<file path="src/design/cwgsc_consts.vh">
// Purpose: Constants for the waveform generator steering and shutdown block
// Assumes: Word-aligned 32-bit registers on a classic Wishbone slave
// Notes:   Offsets are byte addresses
`ifndef CWGSC_CONSTS_VH
`define CWGSC_CONSTS_VH

// ----------------------------------------
// Register offsets
// ----------------------------------------
`define CWGSC_OFF_MAIN      8'h00
`define CWGSC_OFF_POL       8'h04
`define CWGSC_OFF_DBR       8'h08
`define CWGSC_OFF_DBF       8'h0C
`define CWGSC_OFF_SDCTL     8'h10
`define CWGSC_OFF_SDSRC     8'h14
`define CWGSC_OFF_STEER     8'h18
`define CWGSC_OFF_PINEN     8'h1C
`define CWGSC_OFF_CLKSEL    8'h20
`define CWGSC_OFF_INSEL     8'h24
`define CWGSC_OFF_IRQ_STAT  8'h28
`define CWGSC_OFF_IRQ_EN    8'h2C
`define CWGSC_OFF_IRQ_CLR   8'h30

// ----------------------------------------
// Fields and codes
// ----------------------------------------
`define CWGSC_SDSRC_ONES    8'h88
`define CWGSC_SDSRC_WMASK   8'h77
`define CWGSC_MODE_STEER    3'h0
`define CWGSC_MODE_SYNC     3'h1
`define CWGSC_INSEL_LAST    4'hA
`define CWGSC_SD_BIT        7
`define CWGSC_IRQ_W         2

`endif

</file>
<file path="src/design/cwgsc_top.v">
// Purpose: Steering, input select, clock select and auto-shutdown config
// Assumes: Inputs synchronous to clk_i; Wishbone classic slave, 1-cycle ack
// Notes:   Dead-band and bridge sequencing live outside this block
//
// Overview of operation
// - Timer postscale shutdown enables gate timer sources
// - Comparator and pin shutdown enables gate sources
// - Source enable bits 7 and 3 read one
// - Steered output carries waveform with polarity
// - Unsteered output carries its override data bit
// - Steering applies only in modes 000/001
// - Sync steering mode double-buffers steer enables
// - Four pin enable bits gate outputs A-D
// - Clock select: one fast osc, zero system
// - Input select codes 1011-1111 connect nothing
// - Unimplemented upper bits read back zero
// - Mode 000 steering, 001 synchronous steering
// - Polarity bit set inverts the waveform on that output, not its override data bit
// - Shutdown status reads one while shutdown active
`timescale 1ns/10ps
`include "cwgsc_consts.vh"

module cwgsc_top #(
   parameter DW = 32
) (
   // Clock, reset, enable
   input  wire          clk_i,
   input  wire          rst_i,
   input  wire          ce_i,
   // Wishbone classic slave
   input  wire          cyc_i,
   input  wire          stb_i,
   input  wire          we_i,
   input  wire [7:0]    adr_i,
   input  wire [3:0]    sel_i,
   input  wire [DW-1:0] dat_i,
   output reg  [DW-1:0] dat_o,
   output reg           ack_o,
   // Generator sources
   input  wire          generator_input_pin_i,
   input  wire          comparator1_synced_i,
   input  wire          comparator2_synced_i,
   input  wire          capture_compare1_output_i,
   input  wire          capture_compare2_output_i,
   input  wire [3:0]    logic_cell_output_i,
   input  wire          pulse_mod3_output_i,
   input  wire          pulse_mod4_output_i,
   // Shutdown timer sources
   input  wire          timer2_post_i,
   input  wire          timer4_post_i,
   input  wire          timer6_post_i,
   // Waveform from the dead-band stage and its rising edge marker
   input  wire          generator_waveform_i,
   input  wire          input_rise_i,
   // Outputs A..D, pin drive enables, selected input and register outputs
   output reg  [3:0]    out_o,
   output reg  [3:0]    out_oe_o,
   output wire          selected_input_o,
   output wire          clk_fast_sel_o,
   output wire [2:0]    mode_o,
   output wire          gen_enable_o,
   output wire [5:0]    rise_deadband_o,
   output wire [5:0]    fall_deadband_o,
   output wire          irq_o
);

   // ----------------------------------------
   // Registers
   // ----------------------------------------
   // Register map, low byte of each word:
   //   00 main: enable b7, load b6, mode 2:0
   //   04 polarity 3:0, selected input level b5 (read only)
   //   08/0C rising/falling dead-band 5:0, passed straight out
   //   10 shutdown: status b7, restart b6, B/D state 5:4, A/C state 3:2
   //   14 shutdown source enables; b7 and b3 always read one
   //   18 steering: override data 7:4, steer enables 3:0
   //   1C pin enables 3:0
   //   20 clock select b0
   //   24 input select 3:0
   //   28 interrupt status, read only
   //   2C interrupt enable
   //   30 interrupt clear, write one to clear, reads zero
   //   Unlisted words read zero and ignore writes
   reg [7:0] main_q;
   reg [3:0] pol_q;
   reg [5:0] dbr_q;
   reg [5:0] dbf_q;
   reg [6:0] sdctl_q;
   reg       shutdown_q;
   reg [7:0] sdsrc_q;
   reg [3:0] ovr_q;
   reg [3:0] steer_wr_q;
   reg [3:0] steer_act_q;
   reg [3:0] pinen_q;
   reg       clksel_q;
   reg [3:0] insel_q;
   reg [`CWGSC_IRQ_W-1:0] irq_stat_q;
   reg [`CWGSC_IRQ_W-1:0] irq_en_q;
   reg       sd_seen_q;

   // Bus decode and per-register write strobes
   wire       wr_en;
   wire       wr_main;
   wire       wr_sdctl;
   wire       wr_steer;
   wire       wr_irq_clr;
   wire [2:0] mode;
   wire       steer_mode;
   wire       sync_mode;
   reg        in_sel;
   wire       sd_src;
   reg [DW-1:0] rd_d;
   wire [`CWGSC_IRQ_W-1:0] irq_ev;
   wire       sd_rise;
   wire [`CWGSC_IRQ_W-1:0] irq_clr;

   // A write lands at the edge that takes the request; ack rises at that same edge
   assign wr_en      = cyc_i & stb_i & we_i & ~ack_o & sel_i[0];
   assign wr_main    = wr_en & (adr_i == `CWGSC_OFF_MAIN);
   assign wr_sdctl   = wr_en & (adr_i == `CWGSC_OFF_SDCTL);
   assign wr_steer   = wr_en & (adr_i == `CWGSC_OFF_STEER);
   assign wr_irq_clr = wr_en & (adr_i == `CWGSC_OFF_IRQ_CLR);
   assign irq_clr    = wr_irq_clr ? dat_i[`CWGSC_IRQ_W-1:0] : {`CWGSC_IRQ_W{1'b0}};

   // Mode decode; modes 000 and 001 are the two steering modes
   assign mode       = main_q[2:0];
   assign steer_mode = (mode[2:1] == 2'b00);
   assign sync_mode  = (mode == `CWGSC_MODE_SYNC);

   // Input source selection. Reserved codes select a constant low so a stale
   // or mistyped code can never feed a live source into the generator; the
   // sources are already synchronous, so the mux adds no register stage.
   always @* begin
      case (insel_q)
         4'h0: in_sel = generator_input_pin_i;
         4'h1: in_sel = comparator1_synced_i;
         4'h2: in_sel = comparator2_synced_i;
         4'h3: in_sel = capture_compare1_output_i;
         4'h4: in_sel = capture_compare2_output_i;
         4'h5: in_sel = logic_cell_output_i[0];
         4'h6: in_sel = logic_cell_output_i[1];
         4'h7: in_sel = logic_cell_output_i[2];
         4'h8: in_sel = logic_cell_output_i[3];
         4'h9: in_sel = pulse_mod3_output_i;
         4'hA: in_sel = pulse_mod4_output_i;
         default: in_sel = 1'b0;
      endcase
   end
   assign selected_input_o = in_sel;

   // ----------------------------------------
   // Auto-shutdown source gating
   // ----------------------------------------
   // Each source passes only while its enable bit is set; bits 7 and 3 are
   // never looked at, so a stray one there cannot arm a phantom source
   wire sd_tmr6;
   wire sd_tmr4;
   wire sd_tmr2;
   wire sd_cmp2;
   wire sd_cmp1;
   wire sd_pin;

   assign sd_tmr6 = sdsrc_q[6] & timer6_post_i;
   assign sd_tmr4 = sdsrc_q[5] & timer4_post_i;
   assign sd_tmr2 = sdsrc_q[4] & timer2_post_i;
   assign sd_cmp2 = sdsrc_q[2] & comparator2_synced_i;
   assign sd_cmp1 = sdsrc_q[1] & comparator1_synced_i;
   assign sd_pin  = sdsrc_q[0] & generator_input_pin_i;
   // Sources are levels; any one of them holds the block in shutdown
   assign sd_src  = sd_tmr6 | sd_tmr4 | sd_tmr2 | sd_cmp2 | sd_cmp1 | sd_pin;

   // Interrupt events: shutdown onset, and a steering load in sync mode
   assign sd_rise = (sd_src | shutdown_q) & ~sd_seen_q;
   assign irq_ev  = {input_rise_i & sync_mode, sd_rise};

   // ----------------------------------------
   // Register writes and hardware updates
   // ----------------------------------------
   // Shutdown set wins over a software clear in the same cycle
   always @(posedge clk_i) begin
      if (rst_i) begin
         main_q      <= 8'h00;
         pol_q       <= 4'h0;
         dbr_q       <= 6'h00;
         dbf_q       <= 6'h00;
         sdctl_q     <= 7'h14;
         shutdown_q  <= 1'b0;
         sdsrc_q     <= 8'h00;
         ovr_q       <= 4'h0;
         steer_wr_q  <= 4'h0;
         steer_act_q <= 4'h0;
         pinen_q     <= 4'h0;
         clksel_q    <= 1'b0;
         insel_q     <= 4'h0;
         irq_stat_q  <= {`CWGSC_IRQ_W{1'b0}};
         irq_en_q    <= {`CWGSC_IRQ_W{1'b0}};
         sd_seen_q   <= 1'b0;
      end else if (ce_i) begin
         sd_seen_q <= sd_src | shutdown_q;
         if (wr_en) begin
            case (adr_i)
               // Load request only takes if the block was already enabled
               `CWGSC_OFF_MAIN:   main_q   <= {dat_i[7], dat_i[6] & main_q[7],
                                               3'h0, dat_i[2:0]};
               `CWGSC_OFF_POL:    pol_q    <= dat_i[3:0];
               `CWGSC_OFF_DBR:    dbr_q    <= dat_i[5:0];
               `CWGSC_OFF_DBF:    dbf_q    <= dat_i[5:0];
               `CWGSC_OFF_SDCTL:  sdctl_q  <= {dat_i[6:2], 2'b00};
               `CWGSC_OFF_SDSRC:  sdsrc_q  <= dat_i[7:0] & `CWGSC_SDSRC_WMASK;
               `CWGSC_OFF_STEER:  begin
                  ovr_q      <= dat_i[7:4];
                  steer_wr_q <= dat_i[3:0];
               end
               `CWGSC_OFF_PINEN:  pinen_q  <= dat_i[3:0];
               `CWGSC_OFF_CLKSEL: clksel_q <= dat_i[0];
               `CWGSC_OFF_INSEL:  insel_q  <= dat_i[3:0];
               `CWGSC_OFF_IRQ_EN: irq_en_q <= dat_i[`CWGSC_IRQ_W-1:0];
               default: ;
            endcase
         end
         // Status: an asserted source wins; a software write lands only when idle
         if (sd_src)
            shutdown_q <= 1'b1;
         else if (wr_sdctl)
            shutdown_q <= dat_i[`CWGSC_SD_BIT];
         // Sync mode loads steering on input rising edge; else immediate
         if (sync_mode) begin
            if (input_rise_i)
               steer_act_q <= steer_wr_q;
         end else begin
            steer_act_q <= wr_steer ? dat_i[3:0] : steer_wr_q;
         end
         // Load request bit clears once the buffers are taken
         if (input_rise_i && !wr_main)
            main_q[6] <= 1'b0;
         // Interrupt status, set wins over clear
         irq_stat_q <= irq_ev | (irq_stat_q & ~irq_clr);
      end
   end

   // ----------------------------------------
   // Read mux and acknowledge
   // ----------------------------------------
   // Read data is decoded from the address every cycle; any bit a register
   // does not implement stays at the zero given at the top of the process
   always @* begin
      rd_d = {DW{1'b0}};
      case (adr_i)
         `CWGSC_OFF_MAIN:     rd_d[7:0] = main_q;
         `CWGSC_OFF_POL:      rd_d[7:0] = {2'b00, in_sel, 1'b0, pol_q};
         `CWGSC_OFF_DBR:      rd_d[5:0] = dbr_q;
         `CWGSC_OFF_DBF:      rd_d[5:0] = dbf_q;
         `CWGSC_OFF_SDCTL:    rd_d[7:0] = {shutdown_q, sdctl_q[6:2], 2'b00};
         `CWGSC_OFF_SDSRC:    rd_d[7:0] = sdsrc_q | `CWGSC_SDSRC_ONES;
         `CWGSC_OFF_STEER:    rd_d[7:0] = {ovr_q, steer_wr_q};
         `CWGSC_OFF_PINEN:    rd_d[3:0] = pinen_q;
         `CWGSC_OFF_CLKSEL:   rd_d[0]   = clksel_q;
         `CWGSC_OFF_INSEL:    rd_d[3:0] = insel_q;
         `CWGSC_OFF_IRQ_STAT: rd_d[`CWGSC_IRQ_W-1:0] = irq_stat_q;
         `CWGSC_OFF_IRQ_EN:   rd_d[`CWGSC_IRQ_W-1:0] = irq_en_q;
         default:             rd_d = {DW{1'b0}};
      endcase
   end

   // Single-cycle ack; unmapped addresses ack with zero data. Read data is
   // registered with the ack so it stands for exactly the cycle the master
   // samples it; back-to-back requests are taken every other cycle, as none is taken while ack is high.
   always @(posedge clk_i) begin
      if (rst_i) begin
         ack_o <= 1'b0;
         dat_o <= {DW{1'b0}};
      end else if (ce_i) begin
         ack_o <= cyc_i & stb_i & ~ack_o;
         dat_o <= rd_d;
      end
   end

   // ----------------------------------------
   // Output steering per channel
   // ----------------------------------------
   // Channels A/C use one shutdown field, B/D the other. Each channel works
   // out its next level and drive enable here; a single process below
   // registers all four so that each output vector has exactly one driver.
   wire [3:0] val_d;
   wire [3:0] drv_d;

   genvar g;
   generate
      for (g = 0; g < 4; g = g + 1) begin : g_ch
         wire [1:0] sd_fld;
         wire       wave;
         reg        val;
         reg        drv;
         assign sd_fld = (g % 2 == 0) ? sdctl_q[3:2] : sdctl_q[5:4];
         assign wave   = generator_waveform_i ^ pol_q[g];
         // Steering first, then the shutdown state overrides it
         always @* begin
            val = wave;
            drv = pinen_q[g];
            if (steer_mode)
               val = steer_act_q[g] ? wave : ovr_q[g];
            if (shutdown_q) begin
               case (sd_fld)
                  2'b11:   val = 1'b1;
                  2'b10:   val = 1'b0;
                  2'b01:   drv = 1'b0; // Pin released while shut down
                  default: val = pol_q[g]; // Inactive level with polarity
               endcase
            end
         end
         assign val_d[g] = val;
         assign drv_d[g] = drv;
      end
   endgenerate

   // Outputs are registered: a pin never glitches on a mid-cycle source
   // change, at the cost of one clock of latency from any input or register
   always @(posedge clk_i) begin
      if (rst_i) begin
         out_o    <= 4'h0;
         out_oe_o <= 4'h0;
      end else if (ce_i) begin
         out_o    <= val_d;
         out_oe_o <= drv_d;
      end
   end

   // Plain register outputs. The clock mux itself sits with the oscillators;
   // only the choice is held here, so switching clocks without a glitch is
   // the job of whoever owns that mux.
   assign clk_fast_sel_o  = clksel_q;
   assign mode_o          = mode;
   assign gen_enable_o    = main_q[7];
   assign rise_deadband_o = dbr_q;
   assign fall_deadband_o = dbf_q;
   assign irq_o           = |(irq_stat_q & irq_en_q);

endmodule // cwgsc_top

</file>
<file path="config.mk">
export PLATFORM = sky130hd
export DESIGN_NAME = cwgsc_top
export DESIGN_NICKNAME = d
export VERILOG_FILES = /design/src/design/cwgsc_top.v
export VERILOG_INCLUDE_DIRS = /design/src /design/src/design
export SDC_FILE = /design/constraint.sdc
export NUM_CORES = 1
export LEC_CHECK = 0
export ABC_AREA = 1
export ABC_CLOCK_PERIOD_IN_PS = 1400
export BUFFER_PORTS_ARGS = -buffer_cell sky130_fd_sc_hd__buf_2
export CORE_MARGIN = 2
export CORE_UTILIZATION = 45
export DETAILED_ROUTE_END_ITERATION = 8
export GPL_ROUTABILITY_DRIVEN = 1
export PLACE_DENSITY_LB_ADDON = 0.25
export SKIP_LAST_GASP = 1
export SLEW_MARGIN = 20
export SYNTH_ARGS = -nofsm -noshare
export SYNTH_HDL_FRONTEND = slang
export SYNTH_SLANG_ARGS = --single-unit
</file>
<file path="constraint.sdc">
create_clock -name clk_i -period 1.4 [get_ports clk_i]
set_input_delay 0.21 -clock clk_i [delete_from_list [all_inputs] [get_ports clk_i]]
set_output_delay 0.21 -clock clk_i [all_outputs]
set_load 0.05 [all_outputs]
</file>
==> results.cfg <==
[layout]
drive_above_1_share_pct = 40.65
final_area_sq_um = 5660
multi_input_area_sq_um = 2502
fill_cells = 776
antennaDiodeCount = 0
finalNetCount = 767
syn_to_final_growth_pct = 41.38
seq_area_sq_um = 1544

[placed_design]
dp_hpwl_microns = 9545
io_buffers = 74
gp_congestion = 1.000
dp_slack_ps = -163.0
place_area_sq_um = 4632

[power_and_ir_drop]
seqPwrFrac_pct = 49.2
ir_drop_uv = 477.6
leakage_nw = 2.512
p_clk_share_pct = 36.7
p_sw_share_pct = 32.20
p_total_mw = 4.432
p_switching_mw = 1.427
intPower_mw = 3.005
p_per_area_nw_per_um2 = 782.9
p_comb_share_pct = 14.1

[yosys]
ys.warnings.count = 0
synth_most_common_cell = nand2_1
ys_ff_latch = 76
synthFlopType = dfxtp_1
syn_area_sq_um = 4004
ys_top_cells_by_area = dfxtp_1 38%, nand2_1 13%, o21ai_0 8.5%, a21oi_1 8.3%, buf_4 5.3%
avgSynthCellArea_sq_um = 7.049
seq_area_frac_synth_pct = 38.00
async_reset_ff_share_pct = 0
syn_inst = 568
synth_edf_count = 0
ys_top_cells_by_count = 134 x nand2_1, 76 x dfxtp_1, 68 x o21ai_0
yosysUniqueCellTypes = 37
synth_top_area_share_pct = 38.00
netlist.top_cell.by_area = dfxtp_1

[sta]
max_freq_mhz = 629.0
tightest_slew_ps = 498.0
rsz0062_at_grt = true
hold_viol = 0
setup_viol = 41
drv_slew = 0
fin_crit_ps = 1590
clock_skew_ps = 12.73
setup_slack_ps = -189.8
timing.final.crit_share_pct = 113.6
relSlewSlack_pct = 66.49

[route]
drc = 0
vias_per_cell = 5.533
avgRoutedWirePerCell_microns = 17.31
dr.pass1.iters = 7
drt-initial-drc-count = 287
dr_total_vias = 4504
wirelength_microns = 14090
ant_nets = 0

[global_routing]
grt_usage_pct = 27.37
grt_max_degree = 53
grt_pass1_wl_microns = 20800
grt_pass1_vias = 3990
antenna_found_initial = 0
grt_overflow = 0

[worst_setup_path]
worst_ep_required_time_ps = 1190
cp_data_arrival_time_ps = 1380
critPathKind = flip-flop to primary output
crit_path_start_kind = flip-flop
end_kind = primary output
crit_fanout = 5

[outcome]
outcome = finished with violations
violations = setup timing

[clocking]
clock_latency_ps = 360
path_clk_slew_ps = 100
numCtsBuffers = 9
htree_levels = 3
clockBufferDepth = 2
clock-root-buffer = clkbuf_8
cts_tree = built
clkSinkCount = 76

[floorplanning]
core_area_sq_um = 8678
initial_core_util_pct = 46.14
boundaryPins = 126
die_w_microns = 98.33
die-area_sq_um = 9668
die_y_microns = 98.33
num_rows = 34

[worst_hold_path]
worstHoldPathType = input port to flip-flop

[run]
drv_cap = 0
what timing repair did:
| action | CTS | global route |
|---|---|---|
| resized for setup | 43 | 154 |
| pin swaps | 9 | 32 |
| cloned | 2 | 1 |
| setup endpoints to repair | 46 | 64 |
| setup buffers | 5 | 21 |
| hold buffers | 0 | 0 |
worst max-delay path, cell delays in order (launching register included):
cell     delay, ps
dfxtp_4        370
buf_4          140
nor2_1         110
nand2_1         70
nand2_1         70
nor2_2          40
nand2_2         70
buf_8          150
flip-flops by register name (all words and copies together), names as in the netlist:
register,count
shutdown_q,1
irq_stat_q,2
out_o,4
insel_q,4
pol_q,4
dat_o,8
pinen_q,4
sd_seen_q,1
rise_deadband_o,6
irq_en_q,2
out_oe_o,4
ovr_q,4
sdctl_q,5
main_q,5
fall_deadband_o,6
steer_act_q,4
clk_fast_sel_o,1
steer_wr_q,4
sdsrc_q,6
ack_o,1
layout make-up:
cell class / instances / area share [%]
clock buffers: 9 / 2.188
clock inverters: 7 / 1.083
inverters: 49 / 4.266
multi-input cells: 422 / 44.21
flip-flops and latches: 76 / 27.28
well taps: 108 / 2.387
repair buffers: 141 / 18.32
repair inverters: 2 / 0.2653
cells in the final DEF, fill, tap and decap left out, types with 3 or more instances in the layout:
cell type,count
buf_6,13
o21ai_2,28
o21ai_1,15
nand3_4,6
dfxtp_2,3
inv_8,5
a31oi_1,4
nor2_1,34
nor2_4,13
nand2_4,4
buf_4,47
buf_12,8
nand2_2,5
inv_1,31
nand4_1,3
a211oi_2,4
clkinvlp_4,4
o21ai_0,25
inv_2,6
xnor2_1,3
a21oi_1,47
inv_4,4
buf_2,71
dfxtp_4,5
nor2_2,9
clkbuf_8,9
clkinv_4,3
nand2_8,5
nand2_1,123
conb_1,24
a21oi_2,19
o211ai_1,3
nand3_1,28
nand3_2,4
dfxtp_1,68
layer usage:
| layer | global-route usage [%] | part of all wire (%) | vias to the layer above |
|---|---|---|---|
| met5 | 0 | 0 | - |
| met4 | 9.694 | 2.1 | 0 |
| met3 | 5.082 | 8.2 | 31 |
| met2 | 43.59 | 47 | 240 |
| met1 | 37.27 | 42 | 2123 |
| li1 | - | - | 2110 |
through the flow:
| step | util [%] | TNS (ps) | hold slack (ps) | instances |
|---|---|---|---|---|
| global route | 65.22 | -6476 | 137.8 | 814 |
| CTS | 57.63 | -1281 | 100.7 | 792 |
| floorplan | - | 0 | 340.6 | 591 |
| finish | 65.22 | -3275 | 111.0 | 814 |
| detailed placement | 53.37 | -5094 | 453.1 | 769 |
| global placement | 53.37 | -3493 | 447.2 | 769 |
worst paths after layout:
kind / startpoint / end / slack, ps / cells after the start
setup / recovery: insel_q[2] / selected_input_o / -190 / 7
hold / removal: cyc_i / ack_o / 110 / 3
setup reg to reg: ack_o / irq_stat_q[1] / -160 / 9
hold reg to reg: out_o[3] / out_o[3] / 470 / 2
cell families after synthesis:
| kind of cell | count (synthesis) | synth area share, % |
|---|---|---|
| AO/OA/AOI/OAI | 152 | 20.31 |
| XOR/XNOR | 4 | 0.8752 |
| buffers and inverters | 94 | 11.91 |
| flip-flops | 76 | 38.00 |
| other | 1 | 0.09366 |
| AND/OR/NAND/NOR | 241 | 28.81 |
power by group through the flow:
stage	logic (mW)	clock network, mW	registers (mW)
global route	0.661	1.72	2.18
global placement	0.539	0	2.24
CTS	0.562	1.62	2.18
finish	0.625	1.63	2.18
floorplan	0.361	0	2.29
detailed placement	0.544	0	2.24
No activity file was read; power rests on OpenSTA's default activity.
